File: src/hw/tsc_pkg.sv
// Shared constants, register map and state encodings for the temperature sensor control
package tsc_pkg;
  localparam int CLK_HZ     = 100_000_000;
  localparam int CYC_PER_MS = CLK_HZ / 1000;
  localparam int CONV_MS    = 240;
  localparam int FAST_MS    = 6;
  localparam int SPS_MS     = 60;
  localparam int SEC_MS     = 1000;
  localparam int CONV_CYC   = CONV_MS * CYC_PER_MS;
  localparam int FAST_CYC   = FAST_MS * CYC_PER_MS;
  localparam int SPS_CYC    = SPS_MS * CYC_PER_MS;
  localparam int SEC_CYC    = SEC_MS * CYC_PER_MS;
  localparam int CNT_W      = 27;
  localparam int SYNC_W     = 3;

  localparam logic [7:0] REG_TEMP_MSB = 8'h00;
  localparam logic [7:0] REG_TEMP_LSB = 8'h01;
  localparam logic [7:0] REG_SETUP    = 8'h03;
  localparam logic [7:0] REG_HIGH_MSB = 8'h04;
  localparam logic [7:0] REG_HIGH_LSB = 8'h05;
  localparam logic [7:0] REG_CRIT_MSB = 8'h08;
  localparam logic [7:0] REG_CRIT_LSB = 8'h09;

  localparam int SETUP_RES      = 7;
  localparam int SETUP_MODE_HI  = 6;
  localparam int SETUP_MODE_LO  = 5;
  localparam int SETUP_CRIT_POL = 4;
  localparam int SETUP_LIM_POL  = 3;
  localparam int SETUP_INT_MODE = 2;

  localparam logic [7:0]  SETUP_RESET = 8'h00;
  localparam logic [15:0] CRIT_RESET  = 16'h4980;
  localparam logic [15:0] HIGH_RESET  = 16'h2000;
  localparam logic [15:0] RES13_MASK  = 16'hfff8;
  localparam logic [6:0]  BUS_ADDR_BASE = 7'h48;

  localparam logic [1:0] MODE_CONT    = 2'h0;
  localparam logic [1:0] MODE_ONESHOT = 2'h1;
  localparam logic [1:0] MODE_SPS     = 2'h2;
  localparam logic [1:0] MODE_SHUT    = 2'h3;

  typedef enum logic [3:0] {
    CV_FIRST = 4'b0001,
    CV_CONV  = 4'b0010,
    CV_IDLE  = 4'b0100,
    CV_SHUT  = 4'b1000
  } tsc_conv_state_t;

  typedef enum logic [6:0] {
    BS_IDLE  = 7'b0000001,
    BS_ADDR  = 7'b0000010,
    BS_ACK_A = 7'b0000100,
    BS_WDATA = 7'b0001000,
    BS_ACK_W = 7'b0010000,
    BS_RDATA = 7'b0100000,
    BS_ACK_R = 7'b1000000
  } tsc_bus_state_t;
endpackage : tsc_pkg

File: src/hw/tsc_bus_target.sv
// Two-wire bus target: pin filtering, address match, register pointer and byte transfers
`timescale 1ns/100ps
module tsc_bus_target
  import tsc_pkg::*;
(
  input  wire logic       i_ref_clk,
  input  wire logic       i_reset,
  input  wire logic       i_scl,
  input  wire logic       i_sda,
  input  wire logic [6:0] i_dev_addr,
  input  wire logic [7:0] i_rd_data,
  output logic            o_sda_oe,
  output logic            o_wr_strobe,
  output logic            o_rd_strobe,
  output logic [7:0]      o_reg_addr,
  output logic [7:0]      o_wr_data
);
  typedef struct packed {
    logic [SYNC_W-1:0] scl_sync;
    logic [SYNC_W-1:0] sda_sync;
    logic              scl;
    logic              sda;
    tsc_bus_state_t    st;
    logic [3:0]        bitcnt;
    logic [7:0]        shreg;
    logic              rw;
    logic              ptr_pending;
    logic              nack;
    logic [7:0]        ptr;
    logic              sda_oe;
    logic              wr_stb;
    logic              rd_stb;
  } tsc_bus_core_t;

  tsc_bus_core_t r_reg;
  tsc_bus_core_t r_next;
  logic          rise;
  logic          fall;

  always_comb begin
    r_next          = r_reg;
    r_next.wr_stb   = 1'b0;
    r_next.rd_stb   = 1'b0;
    r_next.scl_sync = {r_reg.scl_sync[SYNC_W-2:0], i_scl};
    r_next.sda_sync = {r_reg.sda_sync[SYNC_W-2:0], i_sda};
    // A level counts only once the last two stages agree
    if (r_reg.scl_sync[1] == r_reg.scl_sync[2]) begin
      r_next.scl = r_reg.scl_sync[2];
    end
    if (r_reg.sda_sync[1] == r_reg.sda_sync[2]) begin
      r_next.sda = r_reg.sda_sync[2];
    end
    rise = !r_reg.scl && r_next.scl;
    fall = r_reg.scl && !r_next.scl;
    if (r_reg.wr_stb || r_reg.rd_stb) begin
      r_next.ptr = r_reg.ptr + 8'h01;
    end
    if (r_reg.scl && r_next.scl && r_reg.sda && !r_next.sda) begin
      r_next.st          = BS_ADDR;
      r_next.bitcnt      = 4'h0;
      r_next.sda_oe      = 1'b0;
      r_next.ptr_pending = 1'b1;
    end else if (r_reg.scl && r_next.scl && !r_reg.sda && r_next.sda) begin
      r_next.st     = BS_IDLE;
      r_next.sda_oe = 1'b0;
    end else begin
      case (r_reg.st)
        BS_IDLE: begin
          r_next.sda_oe = 1'b0;
        end
        BS_ADDR, BS_WDATA: begin
          if (rise && r_reg.bitcnt != 4'h8) begin
            r_next.shreg  = {r_reg.shreg[6:0], r_next.sda};
            r_next.bitcnt = r_reg.bitcnt + 4'h1;
          end
          if (fall && r_reg.bitcnt == 4'h8) begin
            r_next.bitcnt = 4'h0;
            if (r_reg.st == BS_ADDR) begin
              if (r_reg.shreg[7:1] == i_dev_addr) begin
                r_next.sda_oe = 1'b1;
                r_next.rw     = r_reg.shreg[0];
                r_next.st     = BS_ACK_A;
              end else begin
                r_next.st = BS_IDLE;
              end
            end else begin
              r_next.sda_oe = 1'b1;
              r_next.st     = BS_ACK_W;
              // First data byte of a write is the register pointer
              if (r_reg.ptr_pending) begin
                r_next.ptr         = r_reg.shreg;
                r_next.ptr_pending = 1'b0;
              end else begin
                r_next.wr_stb = 1'b1;
              end
            end
          end
        end
        BS_ACK_A, BS_ACK_R: begin
          if (rise) begin
            r_next.nack = r_next.sda;
          end
          if (fall) begin
            if ((r_reg.st == BS_ACK_A && r_reg.rw) || (r_reg.st == BS_ACK_R && !r_reg.nack)) begin
              r_next.shreg  = i_rd_data;
              r_next.sda_oe = !i_rd_data[7];
              r_next.st     = BS_RDATA;
            end else begin
              r_next.sda_oe = 1'b0;
              r_next.st     = (r_reg.st == BS_ACK_A) ? BS_WDATA : BS_IDLE;
            end
          end
        end
        BS_ACK_W: begin
          if (fall) begin
            r_next.sda_oe = 1'b0;
            r_next.st     = BS_WDATA;
          end
        end
        BS_RDATA: begin
          if (rise) begin
            r_next.bitcnt = r_reg.bitcnt + 4'h1;
          end
          if (fall) begin
            if (r_reg.bitcnt == 4'h8) begin
              r_next.bitcnt = 4'h0;
              r_next.sda_oe = 1'b0;
              r_next.rd_stb = 1'b1;
              r_next.st     = BS_ACK_R;
            end else begin
              r_next.shreg  = {r_reg.shreg[6:0], 1'b0};
              r_next.sda_oe = !r_reg.shreg[6];
            end
          end
        end
        default: begin
          r_next.st = BS_IDLE;
        end
      endcase
    end
  end

  always_ff @(posedge i_ref_clk or posedge i_reset) begin
    if (i_reset) begin
      r_reg <= '{scl_sync: '1, sda_sync: '1, scl: 1'b1, sda: 1'b1, st: BS_IDLE, default: '0};
    end else begin
      r_reg <= r_next;
    end
  end

  assign o_sda_oe    = r_reg.sda_oe;
  assign o_wr_strobe = r_reg.wr_stb;
  assign o_rd_strobe = r_reg.rd_stb;
  assign o_reg_addr  = r_reg.ptr;
  assign o_wr_data   = r_reg.shreg;
endmodule : tsc_bus_target

File: src/hw/tsc_sensor_ctrl.sv
// Temperature sensor control: conversion timing, result format, alarms and register file
// What this block does
// - After reset results are 13-bit with 0.0625 degree steps until software changes it.
// - Writing setup register 0x03 bit 7 to one selects 16-bit results with 0.0078 degree steps.
// - A 13-bit result is two's complement, a sign bit and twelve magnitude bits.
// - A 16-bit result is two's complement, a sign bit and fifteen magnitude bits.
// - The bus address is one of four, picked by the two address-select pins.
// - The critical alarm output goes active when the temperature rises above the critical limit.
// - The critical limit holds 147 degrees until software reprograms it.
// - The second alarm output goes active when the temperature rises above a separate limit.
// - Each alarm runs in comparator or interrupt mode, chosen by software.
// - Shutdown mode stops all conversion until another mode is written.
// - A power-saving mode performs one conversion per second.
// - The first conversion after reset finishes in 6 ms.
// - Continuous and one-shot conversions take 240 ms each.
// - In one-per-second mode a conversion takes 60 ms and the rest of the second is idle.
`timescale 1ns/100ps
module tsc_sensor_ctrl
  import tsc_pkg::*;
#(
  parameter int P_CONV_CYC = CONV_CYC,
  parameter int P_FAST_CYC = FAST_CYC,
  parameter int P_SPS_CYC  = SPS_CYC,
  parameter int P_SEC_CYC  = SEC_CYC
) (
  input  wire logic        i_ref_clk,
  input  wire logic        i_reset,
  input  wire logic        i_scl,
  input  wire logic        i_sda,
  input  wire logic        i_addr_select_low,
  input  wire logic        i_addr_select_high,
  input  wire logic [15:0] i_temp_sample,
  output logic             o_sda_oe,
  output logic             o_critical_alarm_out_oe,
  output logic             o_limit_alarm_oe
);
  typedef struct packed {
    logic [SYNC_W-1:0] lo_sync;
    logic [SYNC_W-1:0] hi_sync;
    logic [1:0]        sel;
    tsc_conv_state_t   st;
    logic [CNT_W-1:0]  cnt;
    logic [7:0]        setup;
    logic [15:0]       crit;
    logic [15:0]       high;
    logic [15:0]       temp;
    logic              crit_act;
    logic              lim_act;
    logic              crit_oe;
    logic              lim_oe;
    logic              crit_touched;
  } tsc_core_t;

  tsc_core_t   r_reg;
  tsc_core_t   r_next;
  logic        wr_strobe;
  logic        rd_strobe;
  logic [7:0]  reg_addr;
  logic [7:0]  wr_data;
  logic [7:0]  rd_data;
  logic [1:0]  mode;
  logic        int_mode;
  logic        done;
  logic [15:0] result;
  logic        crit_hit;
  logic        lim_hit;

  // Coarse mode clears the three finest bits so that sign plus twelve remain
  function automatic logic [15:0] fmt_result(input logic [15:0] raw, input logic res16);
    fmt_result = res16 ? raw : (raw & RES13_MASK);
  endfunction : fmt_result

  function automatic logic [CNT_W-1:0] last_cyc(input int cycles);
    last_cyc = CNT_W'(cycles - 1);
  endfunction : last_cyc

  function automatic logic [7:0] read_mux(input logic [7:0] addr, input tsc_core_t s);
    case (addr)
      REG_TEMP_MSB: read_mux = s.temp[15:8];
      REG_TEMP_LSB: read_mux = s.temp[7:0];
      REG_SETUP:    read_mux = s.setup;
      REG_HIGH_MSB: read_mux = s.high[15:8];
      REG_HIGH_LSB: read_mux = s.high[7:0];
      REG_CRIT_MSB: read_mux = s.crit[15:8];
      REG_CRIT_LSB: read_mux = s.crit[7:0];
      default:      read_mux = 8'h00;
    endcase
  endfunction : read_mux

  assign rd_data = read_mux(reg_addr, r_reg);

  tsc_bus_target u_bus (
    .i_ref_clk   (i_ref_clk),
    .i_reset     (i_reset),
    .i_scl       (i_scl),
    .i_sda       (i_sda),
    .i_dev_addr  (BUS_ADDR_BASE | {5'h00, r_reg.sel}),
    .i_rd_data   (rd_data),
    .o_sda_oe    (o_sda_oe),
    .o_wr_strobe (wr_strobe),
    .o_rd_strobe (rd_strobe),
    .o_reg_addr  (reg_addr),
    .o_wr_data   (wr_data)
  );

  always_comb begin
    r_next         = r_reg;
    r_next.lo_sync = {r_reg.lo_sync[SYNC_W-2:0], i_addr_select_low};
    r_next.hi_sync = {r_reg.hi_sync[SYNC_W-2:0], i_addr_select_high};
    if (r_reg.lo_sync[1] == r_reg.lo_sync[2]) begin
      r_next.sel[0] = r_reg.lo_sync[2];
    end
    if (r_reg.hi_sync[1] == r_reg.hi_sync[2]) begin
      r_next.sel[1] = r_reg.hi_sync[2];
    end
    mode     = r_reg.setup[SETUP_MODE_HI:SETUP_MODE_LO];
    int_mode = r_reg.setup[SETUP_INT_MODE];
    done     = (r_reg.st == CV_FIRST && r_reg.cnt == last_cyc(P_FAST_CYC))
            || (r_reg.st == CV_CONV && mode == MODE_SPS && r_reg.cnt == last_cyc(P_SPS_CYC))
            || (r_reg.st == CV_CONV && mode != MODE_SPS && r_reg.cnt == last_cyc(P_CONV_CYC));
    result   = fmt_result(i_temp_sample, r_reg.setup[SETUP_RES]);
    crit_hit = $signed(result) > $signed(r_reg.crit);
    lim_hit  = $signed(result) > $signed(r_reg.high);
    r_next.cnt = r_reg.cnt + CNT_W'(1);

    case (r_reg.st)
      CV_FIRST, CV_CONV: begin
        if (done) begin
          r_next.cnt  = '0;
          r_next.temp = result;
          case (mode)
            MODE_SPS:     r_next.st = CV_IDLE;
            MODE_SHUT:    r_next.st = CV_SHUT;
            MODE_ONESHOT: begin
              r_next.st = CV_SHUT;
              r_next.setup[SETUP_MODE_HI:SETUP_MODE_LO] = MODE_SHUT;
            end
            default:      r_next.st = CV_CONV;
          endcase
        end
      end
      CV_IDLE: begin
        if (r_reg.cnt == last_cyc(P_SEC_CYC - P_SPS_CYC)) begin
          r_next.cnt = '0;
          r_next.st  = CV_CONV;
        end
      end
      CV_SHUT: begin
        r_next.cnt = '0;
      end
      default: begin
        r_next.st  = CV_FIRST;
        r_next.cnt = '0;
      end
    endcase

    // Interrupt mode latches until a register read; a new crossing wins over the read
    if (int_mode && rd_strobe) begin
      r_next.crit_act = 1'b0;
      r_next.lim_act  = 1'b0;
    end
    if (done) begin
      if (int_mode) begin
        r_next.crit_act = r_next.crit_act | crit_hit;
        r_next.lim_act  = r_next.lim_act | lim_hit;
      end else begin
        r_next.crit_act = crit_hit;
        r_next.lim_act  = lim_hit;
      end
    end

    if (wr_strobe) begin
      case (reg_addr)
        REG_SETUP: begin
          r_next.setup = wr_data;
          r_next.cnt   = '0;
          // Any mode write restarts timing so a new mode takes effect at once
          r_next.st = (wr_data[SETUP_MODE_HI:SETUP_MODE_LO] == MODE_SHUT) ? CV_SHUT : CV_CONV;
        end
        REG_HIGH_MSB: r_next.high[15:8] = wr_data;
        REG_HIGH_LSB: r_next.high[7:0]  = wr_data;
        REG_CRIT_MSB: begin
          r_next.crit[15:8]   = wr_data;
          r_next.crit_touched = 1'b1;
        end
        REG_CRIT_LSB: begin
          r_next.crit[7:0]    = wr_data;
          r_next.crit_touched = 1'b1;
        end
        default: begin
          r_next.crit_touched = r_reg.crit_touched;
        end
      endcase
    end

    // Pin enable lags the alarm state by one cycle
    r_next.crit_oe = r_reg.crit_act ^ r_reg.setup[SETUP_CRIT_POL];
    r_next.lim_oe  = r_reg.lim_act ^ r_reg.setup[SETUP_LIM_POL];
  end

  always_ff @(posedge i_ref_clk or posedge i_reset) begin
    if (i_reset) begin
      r_reg <= '{st: CV_FIRST, setup: SETUP_RESET, crit: CRIT_RESET, high: HIGH_RESET, default: '0};
    end else begin
      r_reg <= r_next;
    end
  end

  assign o_critical_alarm_out_oe = r_reg.crit_oe;
  assign o_limit_alarm_oe        = r_reg.lim_oe;
endmodule : tsc_sensor_ctrl
File: config.mk
export PLATFORM = sky130hd
export DESIGN_NAME = tsc_sensor_ctrl
export DESIGN_NICKNAME = d
export VERILOG_FILES = /design/src/hw/tsc_pkg.sv /design/src/hw/tsc_bus_target.sv /design/src/hw/tsc_sensor_ctrl.sv
export SDC_FILE = /design/constraint.sdc
export NUM_CORES = 1
export LEC_CHECK = 0
export ABC_CLOCK_PERIOD_IN_PS = 3990
export CAP_MARGIN = 10
export CORE_MARGIN = 8
export CORE_UTILIZATION = 55
export DETAILED_ROUTE_END_ITERATION = 10
export DONT_BUFFER_PORTS = 1
export PLACE_DENSITY = 0.68
export SLEW_MARGIN = 40
export SYNTH_ARGS = -nofsm -noshare
export SYNTH_HDL_FRONTEND = slang
export SYNTH_HIERARCHICAL = 1
export SYNTH_SLANG_ARGS = --single-unit
File: constraint.sdc
create_clock -name i_ref_clk -period 3.99 [get_ports i_ref_clk]
set_input_delay 0.5985 -clock i_ref_clk [delete_from_list [all_inputs] [get_ports i_ref_clk]]
set_output_delay 0.5985 -clock i_ref_clk [all_outputs]
set_load 0.03 [all_outputs]
* Word-level counts from Yosys, hierarchy flattened
Cells that the tools add are included.
** Storage, ports and cells
- Register bits :: 140
- Input port bits :: 22
- Output and inout bits :: 3
- Word-level logic and storage cells :: 215
** Cells by class
- Add/sub/neg operators :: 3
- Magnitude comparators :: 2
- Eq/ne operators :: 48
- Mux-type cells :: 74
- Bitwise gates (word level) :: 6
- Reduce and logical (&&, ||, !) cells :: 51
** Operator list (count)
- 2-to-1 mux 8 bit :: 12
- 2-to-1 mux 71 bit :: 1
- 2-to-1 mux 31 bit :: 2
- one-hot mux 8 bit (7 select lines) :: 1
- one-hot mux 27 bit (2 select lines) :: 1
- 2-to-1 mux 39 bit :: 1
- one-hot mux 7 bit (5 select lines) :: 1
- 2-to-1 mux 11 bit :: 3
- > comparator 16 bit :: 2
- 2-to-1 mux 7 bit :: 4
- adder 27 x 1 -> 27 bit, second input constant :: 1
- equality test 27 x 20 -> 1 bit, second input constant :: 1
- equality test 27 x 23 -> 1 bit, second input constant :: 1
- equality test 27 x 25 -> 1 bit, second input constant :: 1
- equality test 27 bit, second input constant :: 1
- inequality test 4 x 1 -> 1 bit, second input constant :: 6
- one-hot mux 8 bit (3 select lines) :: 1
- 2-to-1 mux 1 bit :: 23
- 2-to-1 mux 23 bit :: 1
- 2-to-1 mux 2 bit :: 10
- 2-to-1 mux 19 bit :: 1
- AND reduction 6 bit :: 3
- logical AND 1 bit :: 17
- equality test 8 x 3 -> 1 bit, second input constant :: 2
- 47 further kinds :: 87

* Logic depth before layout (Yosys ltp)
- Word-level depth :: 9
- Mapped depth :: 9
- Gate-level depth less buffers :: 8

* Hierarchy
Netlist, hierarchy kept.
** Modules (own cells, without submodules)
- tsc_sensor_ctrl :: times used 1, cells each 545, area an instance 5462.7 sq um, seq. area each 2484.9 sq um
- tsc_bus_target :: times used 1, cells each 260, area an instance 2523.7 sq um, seq. area each 1037.2 sq um

* Worst setup path before layout
Ideal clock, no wire load.
- Path type :: register to register
- Start point :: reg u_bus/r_reg[28] (netlist name)
- End point :: reg u_bus.r_reg (netlist bit u_bus/o_wr_data[0])
- Setup time :: 125 ps
- Arrival :: 2320 ps
- Required time :: 3865 ps
- Slack :: 1545 ps
- Cell stages (with the launch flop) :: 10
- Buffers on the path :: 3
- Period minus slack after synthesis :: 2445 ps
- Path through :: dfrtp_1 > buf_6 > or4_4 > buf_6 > o32a_4 > nor2_4 > nand2_1 > a211o_1 > buf_6 > mux2_4
** Between the ends
- Word-level cells in the longest chain between the ends :: 5
- Elaborated cells between the ends (all ways) :: 18
- Those cells by class :: eq/ne (10); mux (1); reduce/logical (7)
** RTL lines
- start, declared :: RTL line tsc_bus_target.sv:35 : tsc_bus_core_t r_reg;
- start signal, assigned :: RTL line tsc_bus_target.sv:147 : r_reg <= r_next;
- equality test 7 x 3 -> 1 bit or equality test 7 bit (tied branches) :: RTL line tsc_bus_target.sv:67, tsc_bus_target.sv:104
- logical AND 1 bit :: RTL line tsc_bus_target.sv:104 : if ((r_reg.st == BS_ACK_A && r_reg.rw) || (r_reg.st == BS_ACK_R && !r_reg.nack)) begin
- logical OR 1 bit :: RTL line tsc_bus_target.sv:104
- inequality test 2 x 1 -> 1 bit (no source line)
- AND reduction 8 bit (no source line)
Several ways; a longest one is shown, not always the timed one.
A chain may end at the register's enable or synchronous reset.

==> flow_summary.json <==
{
  "yosys_warnings": 6,
  "syn_area_mm2": 0.00799,
  "h-tree-depth": 4,
  "core_mm2": 0.0144,
  "crit_start": "u_bus/o_reg_addr[5]$_DFF_PP0_",
  "grtUsageTotal_pct": 21.4,
  "numPortBuffers": 0,
  "leakage_nw": 3.85,
  "cts_buffer_depth": 2,
  "max_freq_mhz": 339,
  "critPathCaptureType": "flop",
  "holdBufCountCts": 0,
  "outcome": "finished, final reports clean",
  "netlist_top_cells_count": "dfrtp_1, nand2_1, nor2_1, inv_1",
  "synthTopCellsByArea": "dfrtp_1, nand2_1, ha_1",
  "antenna_found_initial": 0,
  "setup_violations": 0,
  "yosysMostFrequentCell": "dfrtp_1",
  "rows": 44,
  "pwr-share-clk_pct": 45.4,
  "setup_tns_ps": 0,
  "synth_top_area_share_pct": 39.2,
  "comb_power_share_pct": 8.1,
  "yosysSeqAreaShare_pct": 44.1,
  "rsz0062_at_grt": "false",
  "drt_iter0_markers": 528,
  "ys_seq_elements": 140,
  "timing.rr.start": "u_bus/o_reg_addr[5]$_DFF_PP0_",
  "layout-drive-gt1-share_pct": 14.3,
  "cp.arrival_ps": 3230,
  "skew_ps": 12.4,
  "worstMarginPinSlew_ps": 740,
  "cts_tree": "done",
  "hold_path.class": "input pin to async pin",
  "via_per_inst": 6.11,
  "cp_common_cell": "nor4_1",
  "vias": 6026,
  "min_period_ps": 2950,
  "gp_congestion": 0.920,
  "path_delay_family": "simple AND/OR/NAND/NOR gates",
  "synth_area_leader_cell": "dfrtp_1",
  "path_clk_slew_ps": 60,
  "root_buffer": "clkbuf_16",
  "dpl.hpwl_mm": 13.5,
  "start_kind": "flop",
  "hold_violations": 0,
  "cts_resized": 0,
  "wl_mm": 19.0,
  "syn_to_final_growth_pct": 7.54,
  "post-route-util_pct": 59.8,
  "clk-insertion-delay-late_ps": 420,
  "die_area_mm2": 0.0186,
  "path_max_fanout": 27,
  "largest_register_ffs": 90,
  "grt_pass1_wl_mm": 31.0,
  "required_ps": 4270,
  "syn_inst": 805,
  "cts_setup_buffers": 0,
  "seqPwrFrac_pct": 46.5,
  "final_antenna_net_count": 0,
  "finalPower_w": 0.00336,
  "drcViolationCount": 0,
  "worst_ir_drop_vdd_uv": 348,
  "synth_ff_type": "dfrtp_1",
  "numCtsBuffers": 17,
  "post_drt_wl_per_cell_um": 19.2,
  "start_util_pct": 55.6,
  "maxCapViolCount": 0,
  "overflow": 0,
  "cpPeakStageDelay_ps": 600,
  "critPathSlowestCell": "a22oi_4",
  "synthArstFlopShare_pct": 100,
  "cts.sink_count": 140,
  "fin_crit_sh_pct": 73.9,
  "power_density_mw_per_mm2": 391,
  "power.switching_w": 0.000877,
  "grt_max_degree": 78,
  "fp.dieW_um": 137,
  "crit_buf_inv": 0,
  "relSlewSlack_pct": 50.7,
  "avgSynthCellArea_um2": 9.92,
  "critical_path_class": "flop to flop",
  "grt_pass1_vias": 5899,
  "switching_share_pct": 26.1,
  "slew_viol_final": 0,
  "antenna_cells": 0,
  "layout.nets": 845,
  "internal_power_w": 0.00248,
  "die_y_um": 137,
  "synth_cell_type_count": 77,
  "cp_cell_sequence": "nor4_1 > and4_1 > and2_1 > nor4_1 > a22oi_4 > nor2_1",
  "num_io_pins": 25,
  "drt_first_pass_iters": 5,
  "synth_edf_count": 0
}
## cell type report
cell class	instances	area [um^2]
Clock inverter	14	138
Sequential cell	140	3520
Multi-Input combinational cell	587	4070
Clock buffer	18	439
Timing Repair Buffer	4	30.0
Inverter	40	155
Tap cell	184	230
Fill cell	1184	5780
## layer usage
metal,vias up,track usage (%),wire (um)
met4,0,5.74,193
li1,2822,-,-
met2,195,33.0,8930
met3,20,5.62,1150
met1,2989,29.2,8700
met5,-,0,0
## cell usage in the layout, fill, tap and decap left out, drive strengths merged, types with 6 or more instances in the layout
cell type  count
dfrtp        125
nand2        123
nor2          71
inv           44
mux2          43
ha            33
xor2          28
a21oi         26
nand3         25
xnor2         22
o21ai         19
clkbuf        18
a222oi        16
dfstp         15
nand4         14
nor4          14
nor3          14
a21o          13
and3          11
nor2b          9
mux2i          8
nor4b          8
and4           7
a22o           7
clkinv         6
## worst paths after layout
kind | end | slack, ps | cells after the start
worst max-delay path | r_reg[64]$_DFF_PP0_ | 1040 | 6
min in group i_ref_clk | u_bus/r_next[39]$_DFF_PP1_ | 170 | 0
worst min-delay path | r_next[98]$_DFF_PP0_ | 140 | 1
max in group asynchronous | r_reg[45]$_DFFE_PP1P_ | 2970 | 2
worst max register to register | r_reg[64]$_DFF_PP0_ | 1040 | 6
worst min register to register | r_next[99]$_DFF_PP0_ | 360 | 0
## power by group through the flow
stage | clock network (W) | registers [W] | logic (W)
floorplan | 0 | 0.00152 | 0.000276
global placement | 0 | 0.00158 | 0.000266
detailed placement | 0 | 0.00158 | 0.000271
CTS | 0.00156 | 0.00156 | 0.000273
global route | 0.00162 | 0.00157 | 0.000305
finish | 0.00152 | 0.00156 | 0.000272
## cells by family (layout without fill, tap and decap cells)
group	count (synthesis)	count (layout)	synth area share, %
flip-flops	140	140	44.1
AO/OA/AOI/OAI	114	114	10.5
AND/OR/NAND/NOR	330	330	21.5
multiplexers	51	51	7.44
other	2	5	0.0940
adder cells (fa/ha/maj)	37	37	5.67
buffers and inverters	81	76	5.23
XOR/XNOR	50	50	5.48
## per-stage QoR
stage | hold slack [ps] | std cells | worst slack, ps | instance area [um^2]
final | 143 | 987 | 1040 | 8590
after global placement | 346 | 955 | 1240 | 7990
after detailed placement | 345 | 955 | 1090 | 8000
after global routing | 146 | 987 | 748 | 8590
after CTS | 151 | 987 | 1060 | 8580
after floorplan | 331 | 808 | 811 | 8000
No activity file was read; power rests on OpenSTA's default activity.
